[src/shared/pcrb_defs.vh]
`ifndef PCRB_DEFS_VH
`define PCRB_DEFS_VH
`define PCRB_OFS_ID_RBADDR 5'h00
`define PCRB_OFS_ENABLE 5'h01
`define PCRB_OFS_REFERENCE_DIVIDER 5'h02
`define PCRB_OFS_INTDIV 5'h03
`define PCRB_OFS_FRACDIV 5'h04
`define PCRB_RST_ENABLE 24'h000003
`define PCRB_RST_REFERENCE_DIVIDER 24'h000001
`define PCRB_RST_INTDIV 24'h000019
`define PCRB_RST_FRACDIV 24'h000000
`define PCRB_RST_RBADDR 5'h00
`define PCRB_RST_REF_RATIO 14'h0001
`define PCRB_RST_INT_RATIO 19'h00019
`define PCRB_CHIP_ADDR 3'h0
`define PCRB_FRAME_BITS 6'h20
`define PCRB_DATA_W 24
`define PCRB_BIT_PIN_SEL 0
`define PCRB_BIT_SPI_EN 1
`define PCRB_BIT_KEEP_BIAS 2
`define PCRB_BIT_KEEP_PFD 3
`define PCRB_BIT_KEEP_CP 4
`define PCRB_BIT_KEEP_REF 5
`define PCRB_BIT_KEEP_VCOBUF 6
`define PCRB_BIT_KEEP_GPO 7
`define PCRB_BIT_SOFT_RST 5
`define PCRB_REFERENCE_DIVIDER_W 14
`define PCRB_INTDIV_W 19
`endif

[src/hw/pcrb_pin_sync.v]
`timescale 1ns/10ps
`default_nettype none
// *****************************************************************
// Three-stage pin synchroniser with agreement filter
// *****************************************************************
module pcrb_pin_sync
(
  input wire core_clk,
  input wire rst,
  input wire pin,
  output reg level
);
  reg s1;
  reg s2;
  reg s3;
  // Only s2 reads s1; the output moves once s2 and s3 agree.
  always @(posedge core_clk or posedge rst)
  begin
    if (rst)
    begin
      s1 <= 1'b0;
      s2 <= 1'b0;
      s3 <= 1'b0;
      level <= 1'b0;
    end
    else
    begin
      s1 <= pin;
      s2 <= s1;
      s3 <= s2;
      if (s2 == s3)
        level <= s3;
    end
  end
endmodule // pcrb_pin_sync
`default_nettype wire

[src/hw/pcrb_register_bank.v]
// What this block does
// - Readback runs without strobe; strobe rise restores lock-detect output.
// - Offset 00h reads a fixed 24-bit identity; writes never change it.
// - Write to 00h captures bits 4:0 as next readback address.
// - Bit 5 of a 00h write is a soft-reset strobe; host keeps it zero.
// - Enable select bit 1 follows enable pin; pin low powers down.
// - Enable select bit 0 ignores pin; bit 1 of 01h enables.
// - Keep-on bits 2,3,4 hold bias, detector, charge pump powered.
// - Bits 5,6,7 force reference buffer, VCO buffer, output driver on.
// - Offset 02h holds 14-bit reference ratio, reset 1.
// - Offset 03h holds 19-bit integer divider, reset 25.
// - Offset 04h holds 24-bit fraction, reset zero, value over 2^24.
// - Fraction applies only in fractional mode; integer mode ignores it.
// - Frame is 24 data, 5 address, 3 chip bits, MSB first.
// - Strobe rise after 32 bits loads register when chip address is zero.
// - Each frame shifts out the register chosen by the readback address.
`timescale 1ns/10ps
`default_nettype none
`include "pcrb_defs.vh"
module pcrb_register_bank
#(
  parameter [23:0] DEVICE_IDENTITY = 24'h5a5a01 // Value is arbitrary.
)
(
  input wire core_clk,
  input wire rst,
  input wire serial_clock,
  input wire serial_data_in,
  input wire serial_frame_strobe,
  input wire chip_enable_pin,
  input wire lock_detect,
  input wire fractional_mode,
  output reg lock_detect_serial_out,
  output reg serial_out_active,
  output reg bias_on,
  output reg phase_frequency_detector_on,
  output reg charge_pump_on,
  output reg reference_buffer_on,
  output reg vco_buffer_on,
  output reg general_purpose_output_on,
  output reg chip_enabled,
  output reg [13:0] reference_ratio,
  output reg [18:0] integer_ratio,
  output reg [23:0] fraction_word
);
  // *****************************************************************
  // Pin synchronisers and edge detection
  // *****************************************************************
  wire sclk_s;
  wire sdi_s;
  wire sen_s;
  wire cen_s;
  reg sclk_d;
  reg sen_d;
  pcrb_pin_sync u_sclk (.core_clk(core_clk), .rst(rst),
    .pin(serial_clock), .level(sclk_s));
  pcrb_pin_sync u_sdi (.core_clk(core_clk), .rst(rst),
    .pin(serial_data_in), .level(sdi_s));
  pcrb_pin_sync u_sen (.core_clk(core_clk), .rst(rst),
    .pin(serial_frame_strobe), .level(sen_s));
  pcrb_pin_sync u_cen (.core_clk(core_clk), .rst(rst),
    .pin(chip_enable_pin), .level(cen_s));
  wire sclk_rise = sclk_s & ~sclk_d;
  wire sclk_fall = ~sclk_s & sclk_d;
  wire sen_rise = sen_s & ~sen_d;

  // *****************************************************************
  // Registers
  // *****************************************************************
  reg [31:0] shifter;
  reg [5:0] bit_count;
  reg [23:0] enable_reg;
  reg [23:0] reference_divider_reg;
  reg [23:0] intdiv_reg;
  reg [23:0] fracdiv_reg;
  reg [4:0] readback_addr;
  reg [23:0] read_word;
  reg reading;

  // Unmapped readback addresses return zero.
  function [23:0] reg_value;
    input [4:0] addr;
    begin
      if (addr == `PCRB_OFS_ID_RBADDR)
        reg_value = DEVICE_IDENTITY;
      else if (addr == `PCRB_OFS_ENABLE)
        reg_value = enable_reg;
      else if (addr == `PCRB_OFS_REFERENCE_DIVIDER)
        reg_value = reference_divider_reg;
      else if (addr == `PCRB_OFS_INTDIV)
        reg_value = intdiv_reg;
      else if (addr == `PCRB_OFS_FRACDIV)
        reg_value = fracdiv_reg;
      else
        reg_value = 24'h000000;
    end
  endfunction

  wire [23:0] wr_data = shifter[31:8];
  wire [4:0] wr_addr = shifter[7:3];
  wire [2:0] wr_chip = shifter[2:0];
  wire frame_done = (bit_count == `PCRB_FRAME_BITS);
  wire load = sen_rise & frame_done & (wr_chip == `PCRB_CHIP_ADDR);
  wire soft_rst = load & (wr_addr == `PCRB_OFS_ID_RBADDR) &
    wr_data[`PCRB_BIT_SOFT_RST];

  always @(posedge core_clk or posedge rst)
  begin
    if (rst)
    begin
      sclk_d <= 1'b0;
      sen_d <= 1'b0;
      shifter <= 32'h00000000;
      bit_count <= 6'h00;
      enable_reg <= `PCRB_RST_ENABLE;
      reference_divider_reg <= `PCRB_RST_REFERENCE_DIVIDER;
      intdiv_reg <= `PCRB_RST_INTDIV;
      fracdiv_reg <= `PCRB_RST_FRACDIV;
      readback_addr <= `PCRB_RST_RBADDR;
    end
    else
    begin
      sclk_d <= sclk_s;
      sen_d <= sen_s;
      if (sen_rise)
        bit_count <= 6'h00;
      else if (sclk_rise && !sen_s)
      begin
        shifter <= {shifter[30:0], sdi_s};
        if (!frame_done)
          bit_count <= bit_count + 6'h01;
      end
      if (soft_rst)
      begin
        enable_reg <= `PCRB_RST_ENABLE;
        reference_divider_reg <= `PCRB_RST_REFERENCE_DIVIDER;
        intdiv_reg <= `PCRB_RST_INTDIV;
        fracdiv_reg <= `PCRB_RST_FRACDIV;
        readback_addr <= `PCRB_RST_RBADDR;
      end
      else if (load)
      begin
        if (wr_addr == `PCRB_OFS_ID_RBADDR)
          readback_addr <= wr_data[4:0];
        else if (wr_addr == `PCRB_OFS_ENABLE)
          enable_reg <= wr_data;
        else if (wr_addr == `PCRB_OFS_REFERENCE_DIVIDER)
          reference_divider_reg <= wr_data;
        else if (wr_addr == `PCRB_OFS_INTDIV)
          intdiv_reg <= wr_data;
        else if (wr_addr == `PCRB_OFS_FRACDIV)
          fracdiv_reg <= wr_data;
      end
    end
  end

  // *****************************************************************
  // Readback shifter
  // *****************************************************************
  // The word is latched at the first rising edge of a frame and moved on
  // each falling edge, so the host sees bit 23 after the first rise.
  always @(posedge core_clk or posedge rst)
  begin
    if (rst)
    begin
      read_word <= 24'h000000;
      reading <= 1'b0;
      lock_detect_serial_out <= 1'b0;
      serial_out_active <= 1'b0;
    end
    else
    begin
      if (sen_rise)
        reading <= 1'b0;
      else if (sclk_rise && !sen_s && bit_count == 6'h00)
      begin
        reading <= 1'b1;
        read_word <= reg_value(readback_addr);
      end
      else if (sclk_fall && reading)
        read_word <= {read_word[22:0], 1'b0};
      serial_out_active <= reading;
      lock_detect_serial_out <= reading ? read_word[23] : lock_detect;
    end
  end

  // *****************************************************************
  // Power and divider outputs
  // *****************************************************************
  always @(posedge core_clk or posedge rst)
  begin
    if (rst)
    begin
      chip_enabled <= 1'b0;
      bias_on <= 1'b0;
      phase_frequency_detector_on <= 1'b0;
      charge_pump_on <= 1'b0;
      reference_buffer_on <= 1'b0;
      vco_buffer_on <= 1'b0;
      general_purpose_output_on <= 1'b0;
      reference_ratio <= `PCRB_RST_REF_RATIO;
      integer_ratio <= `PCRB_RST_INT_RATIO;
      fraction_word <= `PCRB_RST_FRACDIV;
    end
    else
    begin
      chip_enabled <= enable_reg[`PCRB_BIT_PIN_SEL] ? cen_s
        : enable_reg[`PCRB_BIT_SPI_EN];
      bias_on <= chip_enabled | enable_reg[`PCRB_BIT_KEEP_BIAS];
      phase_frequency_detector_on <= chip_enabled |
        enable_reg[`PCRB_BIT_KEEP_PFD];
      charge_pump_on <= chip_enabled | enable_reg[`PCRB_BIT_KEEP_CP];
      reference_buffer_on <= chip_enabled |
        enable_reg[`PCRB_BIT_KEEP_REF];
      vco_buffer_on <= chip_enabled |
        enable_reg[`PCRB_BIT_KEEP_VCOBUF];
      general_purpose_output_on <= chip_enabled |
        enable_reg[`PCRB_BIT_KEEP_GPO];
      reference_ratio <= reference_divider_reg[`PCRB_REFERENCE_DIVIDER_W-1:0];
      integer_ratio <= intdiv_reg[`PCRB_INTDIV_W-1:0];
      fraction_word <= fractional_mode ? fracdiv_reg : 24'h000000;
    end
  end
endmodule // pcrb_register_bank
`default_nettype wire

[config.mk]
export PLATFORM = sky130hd
export DESIGN_NAME = pcrb_register_bank
export DESIGN_NICKNAME = d
export VERILOG_FILES = /design/src/hw/pcrb_pin_sync.v /design/src/hw/pcrb_register_bank.v
export VERILOG_INCLUDE_DIRS = /design/src /design/src/shared
export SDC_FILE = /design/constraint.sdc
export NUM_CORES = 1
export LEC_CHECK = 0
export BUFFER_PORTS_ARGS = -buffer_cell sky130_fd_sc_hd__buf_2
export CELL_PAD_IN_SITES_DETAIL_PLACEMENT = 1
export CELL_PAD_IN_SITES_GLOBAL_PLACEMENT = 1
export CORE_ASPECT_RATIO = 1.75
export CORE_MARGIN = 5
export CORE_UTILIZATION = 39
export CTS_BUF_LIST = sky130_fd_sc_hd__clkbuf_4 sky130_fd_sc_hd__clkbuf_8
export DETAILED_ROUTE_END_ITERATION = 8
export PLACE_DENSITY = 0.7
export SLEW_MARGIN = 25
export SYNTH_ARGS = -nofsm -noshare
export SYNTH_HDL_FRONTEND = slang
export SYNTH_SLANG_ARGS = --single-unit
[constraint.sdc]
create_clock -name core_clk -period 11.7 [get_ports core_clk]
set_clock_uncertainty 0.1 [all_clocks]
set_input_delay 0.585 -clock core_clk [delete_from_list [all_inputs] [get_ports core_clk]]
set_output_delay 0.585 -clock core_clk [all_outputs]
set_load 0.01 [all_outputs]
# [After elaboration in Yosys (flattened, before gate mapping)]
# Index checks and enable logic that the tools add are counted.
[word_totals] reg_bits=248 output_inout_bits=66 elab_cells=140
[classes] addsub=1 n_eq_ne=18 n_mux=40 n_bitwise=17 n_reduce_logical=25
[ops] op="two-way mux 24 bit" count=30
[ops] op="== test 5 x 2 -> 1 bit, second input constant" count=4
[ops] op="two-way mux 6 bit" count=3
[ops] op="nonzero test 2 bit" count=9
[ops] op="two-way mux 5 bit" count=3
[ops] op="== test 5 x 1 -> 1 bit, second input constant" count=2
[ops] op="== test 5 x 3 -> 1 bit, second input constant" count=2
[ops] op="zero test 5 bit" count=2
[ops] op="!= test 2 bit, second input constant" count=5
[ops] op="AND reduction 2 bit" count=4
[ops] op="bitwise AND 1 bit" count=7
[ops] op="adder 6 x 1 -> 6 bit, second input constant" count=1
[ops] op="== test 6 bit, second input constant" count=1
[ops] op="zero test 6 bit" count=1
[ops] op="OR 1 bit" count=6
[ops] op="AND reduction 6 bit" count=1
[ops] op="AND reduction 5 bit" count=1
[ops] op="== test 1 bit" count=4
[ops] op="two-way mux 1 bit" count=4
[ops] op="inverter 1 bit" count=4
[ops] op="AND reduction 4 bit" count=1
[ops] op="logical AND 1 bit" count=3
[ops] op="zero test 3 bit" count=1
[ops] op="AND reduction 3 bit" count=1
[ops] op="zero test 1 bit" count=1

# [Longest topological paths before layout]
[depth] word_depth=8 mapped_depth=9 depth_no_buf=6

# [By module]
# Synthesis repeated with hierarchy kept, for this count alone.
[unflattened] cells_unflattened=809 hier_area_um2=10099.7
[by_module_without_submodules] module="pcrb_register_bank" n_inst=1 cells_each=785 area_each_um2=9639.2
[by_module_without_submodules] module="pcrb_pin_sync" n_inst=4 cells_each=6 area_each_um2=115.1

# [Worst setup path before layout]
# No wires, ideal clock.
[synth_path] path_kind="register to register" startpoint="register bit_count[0]" endpoint="register read_word[10]" setup_time_ns=0.095 arrival_time_ns=2.526 t_required_ns=11.505 setup_slack_ns=8.978 path_stages_with_launch=10 path_buffers=3 synth_period_minus_slack_ns=2.722 cell_sequence="dfrtp_1 inv_1 ha_1 or4b_4 or3_1 buf_2 or4_4 buf_6 buf_6 o32ai_2"
[synth_via] elab_chain_cells=4 elab_cells_between_ends=5 classes_between="1 x mux; 4 x reduce/logical"
[synth_lines] item="from (decl)" line="pcrb_register_bank.v:71" source="reg [5:0] bit_count;"
[synth_lines] item="from (signal assigned)" line="pcrb_register_bank.v:131" source="bit_count <= bit_count + 6'h01;"
[synth_lines] item="zero test 6 bit (*)" line="pcrb_register_bank.v:175" source="else if (sclk_rise && !sen_s && bit_count == 6'h00)"
[synth_lines] item="logical AND 1 bit (*)" line="pcrb_register_bank.v:175"
[synth_lines] item="nonzero test 2 bit (no source line)"
[synth_lines] item="AND reduction 2 bit (no source line)"
[synth_lines] item="to (signal assigned)" line="pcrb_register_bank.v:178" source="read_word <= reg_value(readback_addr);"
[synth_lines] item="to (signal assigned)" line="pcrb_register_bank.v:181" source="read_word <= {read_word[22:0], 1'b0};"
[synth_lines] item="to (decl)" line="pcrb_register_bank.v:77" source="reg [23:0] read_word;"
# Mark *: on every way between the ends. The rest lies on a longest branch, timed or not.
# A chain may end at the register's enable or synchronous reset.

# [Worst setup path after layout]
[layout_path] startpoint="register bit_count[0]" endpoint="register enable_reg[22]"
[layout_via] elab_chain_cells=7 elab_cells_between_ends=10 classes_between="2 x eq/ne; 1 x mux; 4 x bitwise; 3 x reduce/logical"
[layout_lines] item="== test 6 bit (no source line) (*)"
[layout_lines] item="bitwise AND 1 bit (*) (2 in a row)" line="pcrb_register_bank.v:103" source="wire load = sen_rise & frame_done & (wr_chip == `PCRB_CHIP_ADDR);"
[layout_lines] item="bitwise AND 1 bit (2 in a row)" line="pcrb_register_bank.v:104" source="wire soft_rst = load & (wr_addr == `PCRB_OFS_ID_RBADDR) &"
[layout_lines] item="!= test 2 bit (no source line) / nonzero test 2 bit (equally long branches)"
[layout_lines] item="AND reduction 3 bit (no source line)"
[layout_lines] item="to (signal assigned)" line="pcrb_register_bank.v:115" source="enable_reg <= `PCRB_RST_ENABLE;"
[layout_lines] item="to (signal assigned)" line="pcrb_register_bank.v:135" source="enable_reg <= `PCRB_RST_ENABLE;"
[layout_lines] item="to (signal assigned)" line="pcrb_register_bank.v:146" source="enable_reg <= wr_data;"
[layout_lines] item="to (decl)" line="pcrb_register_bank.v:72" source="reg [23:0] enable_reg;"
# Marked as above.

==> results by group <==
GRT
  • Pin count of the biggest net entering global routing: approximately 120
  • Vias in the first global route: about 7700
  • First-pass GRT wire length: roughly 44000 µm
  • Initial antenna violation count: 0
  • Global route overflow: 0
  • Total track usage: about a fifth

STA
  • Worst Tran Pin Value: a little over 1 ns
  • Final min period: between 3 and 4 ns
  • Total Neg Setup Slack: 0 ns
  • RSZ-0062 raised after global routing: false
  • Max transition margin: a little under a third
  • Setup violators final: 0
  • Fin. max-slew vios: 0
  • Final worst path period share: 28.84%
  • Final setup margin: around 8.3 ns
  • Hold Vio Cnt, Final: 0
  • F_max: 296.4 MHz

Yosys
  • Seq/Total Area, Yosys: 63.96%
  • Yosys reg bits: 248
  • Area leader, netlist: dfrtp_1
  • Top cells by count, synth: 238 x dfrtp_1, 111 x o21ai_0, 62 x nand2_1
  • Largest cells by area after synthesis: dfrtp_1 61%, o21ai_0 5.7%, a22o_1 3.8%
  • Mean Syn Cell Area: 11.84 µm²
  • Area share of the largest cell type after synthesis: 61.26%
  • Post-Syn Area: 0.009722 mm²
  • Synth warn: 0
  • Post-synth EDFFs: 0
  • Most frequent cell after synthesis: dfrtp_1
  • Syn nets: between 800 and 900
  • Most used flip-flop cell after synthesis: dfrtp_1
  • Syn Inst Count: slightly above 800
  • Post-synth cell types: between 50 and 60
  • Ys async rst share: between 90% and 100%

CTS
  • H-tree levels: 2
  • TritonCTS clock tree: built
  • Clock buffer count from CTS: 38
  • Clock Pin Slew Worst Setup and Hold Paths: around 0.07 ns
  • Resize count post-CTS: 0
  • CTS sink count: 248
  • Worst skew pair latency: approximately 0.53 ns
  • Clk buf depth: 3
  • Setup repair bufs after CTS: 0
  • CTS Hold Buffers Added: 0
  • Root buffer cell: clkbuf_8

Worst setup path
  • Setup crit end kind: register
  • Worst Path Required: roughly 12 ns
  • Worst path arrival time: approximately 3.7 ns
  • Critical path class: register to register
  • Crit path max fanout: 52
  • Worst Setup Start Kind: register

Detailed routing
  • Total Routed Length: roughly 28000 µm
  • Wire per inst: ~23 µm
  • DR vias: approximately 7000
  • DR pass1 iterations: 4
  • Post-DRT Antenna Nets: 0
  • Initial drt markers: about 430
  • DRC: 0
  • Via density: 5.664

Outcome
  • Status: completed

Power
  • LEAKAGE: 5.342 nW
  • Power density cells: around 170 mW/mm²
  • VDD IR max: 0.06103 mV
  • Final Power: between 1.5 and 2 mW

Layout
  • Flip-flop count of the largest register after layout: 32
  • Area Overhead vs Synth: 15.48%
  • Share of layout cells above drive strength 1: about 22%
  • Post-route cell area: around 0.011 mm²
  • Largest reg by FF count: shifter
  • Antenna diodes: 0
  • Nets@finish: 900

Floorplanning
  • Row count: 76
  • Initial Util: around 39%
  • Die area: 0.02831 mm²
  • DIE HEIGHT: between 200 and 250 µm
  • Die extent in x: between 100 and 150 µm
  • Core footprint: around 0.025 mm²
  • Top-level I/O count: between 70 and 80

Placed design
  • Port Buf Inserts: 73
  • GPL Wtd Cong: 0.7708
  • Dpl cell area: between 0.01 and 0.015 mm²
  • Post-DP HPWL: roughly 18000 µm
  • Pre-CTS setup slack: between 8 and 9 ns

Worst hold path
  • Hold Path Class: primary input to register

Flow run
  • MaxCap Viol Count: 0
-- power breakdown --
part	internal [mW]	switching [mW]
Combinational	0.0620	0.128
Clock	0.418	0.340
Sequential	0.908	0.0438
Total	1.39	0.512
-- layer usage --
layer / vias up / GRT usage [%] / wire length (µm)
li1: 3098 / - / -
met1: 3649 / 22.33 / 10380
met2: 152 / 38.52 / 15730
met3: 62 / 2.630 / 955
met4: 0 / 9.040 / 1057
met5: - / 0 / 0
-- path summary, 6_finish.rpt --
| check | from | end | slack, ns | cells past startpoint |
|---|---|---|---|---|
| setup / recovery | bit_count[0] | enable_reg[22] | 8.33 | 7 |
| hold / removal | serial_data_in | u_sdi.s1 | 0.05 | 1 |
| setup reg to reg | bit_count[0] | enable_reg[22] | 8.33 | 7 |
| hold reg to reg | u_cen.s1 | u_cen.s2 | 0.25 | 0 |
| max in group asynchronous | rst | shifter[8] | 9.56 | 4 |
| min in group asynchronous | rst | reference_ratio[8] | 0.11 | 2 |
-- through the flow --
| step | hold slack [ns] | utilization (%) | std cells |
|---|---|---|---|
| global placement | 0.2338 | 42.27 | 1162 |
| detailed placement | 0.2365 | 42.31 | 1162 |
| finish | 0.05474 | 45.59 | 1229 |
| CTS | 0.03161 | 45.57 | 1229 |
| floorplan | 0.2312 | - | 821 |
| global route | 0.04426 | 45.59 | 1229 |
-- cell families after synthesis --
| logic type | Yosys count | synth area share, % |
|---|---|---|
| AO/OA/AOI/OAI | 272 | 19.46 |
| flip-flops | 248 | 63.96 |
| AND/OR/NAND/NOR | 167 | 8.597 |
| buffers and inverters | 94 | 3.797 |
| multiplexers | 30 | 3.153 |
| adder cells (fa/ha/maj) | 6 | 0.6692 |
| XOR/XNOR | 4 | 0.3604 |
-- layout by cell type (no fill, tap or decap), types with 7 or more instances in the layout --
| master | count |
|---|---|
| a22o_1 | 42 |
| o21ai_0 | 110 |
| o2bb2ai_1 | 9 |
| o32ai_2 | 9 |
| clkinv_2 | 7 |
| clkbuf_8 | 47 |
| mux2i_1 | 25 |
| nand3_1 | 10 |
| o22a_1 | 14 |
| a22oi_1 | 16 |
| dfrtp_1 | 238 |
| and2_1 | 25 |
| inv_1 | 30 |
| nor2_1 | 27 |
| a21oi_1 | 20 |
| nand2_1 | 62 |
| dfstp_2 | 10 |
| buf_2 | 73 |
| a32oi_1 | 8 |
| buf_4 | 17 |
| o31ai_1 | 24 |
| clkbuf_4 | 10 |
-- final cells by class --
class / instances / area [µm²]
Fill cell: 2633 / 13400
Sequential cell: 248 / 6218
Multi-Input combinational cell: 479 / 3184
Clock buffer: 57 / 721.9
Timing Repair Buffer: 91 / 504.2
Tap cell: 312 / 390.4
Inverter: 32 / 127.6
Clock inverter: 10 / 80.08
-- critical path, cell delays in order, from the launching register on --
cell and delay (ns):
dfrtp_1 0.42, inv_1 0.08, ha_1 0.15, nor4b_1 0.57, nand4_1 0.16, buf_4 0.34
or4_1 1.00, a22o_1 0.41
No activity file was read; power rests on OpenSTA's default activity.
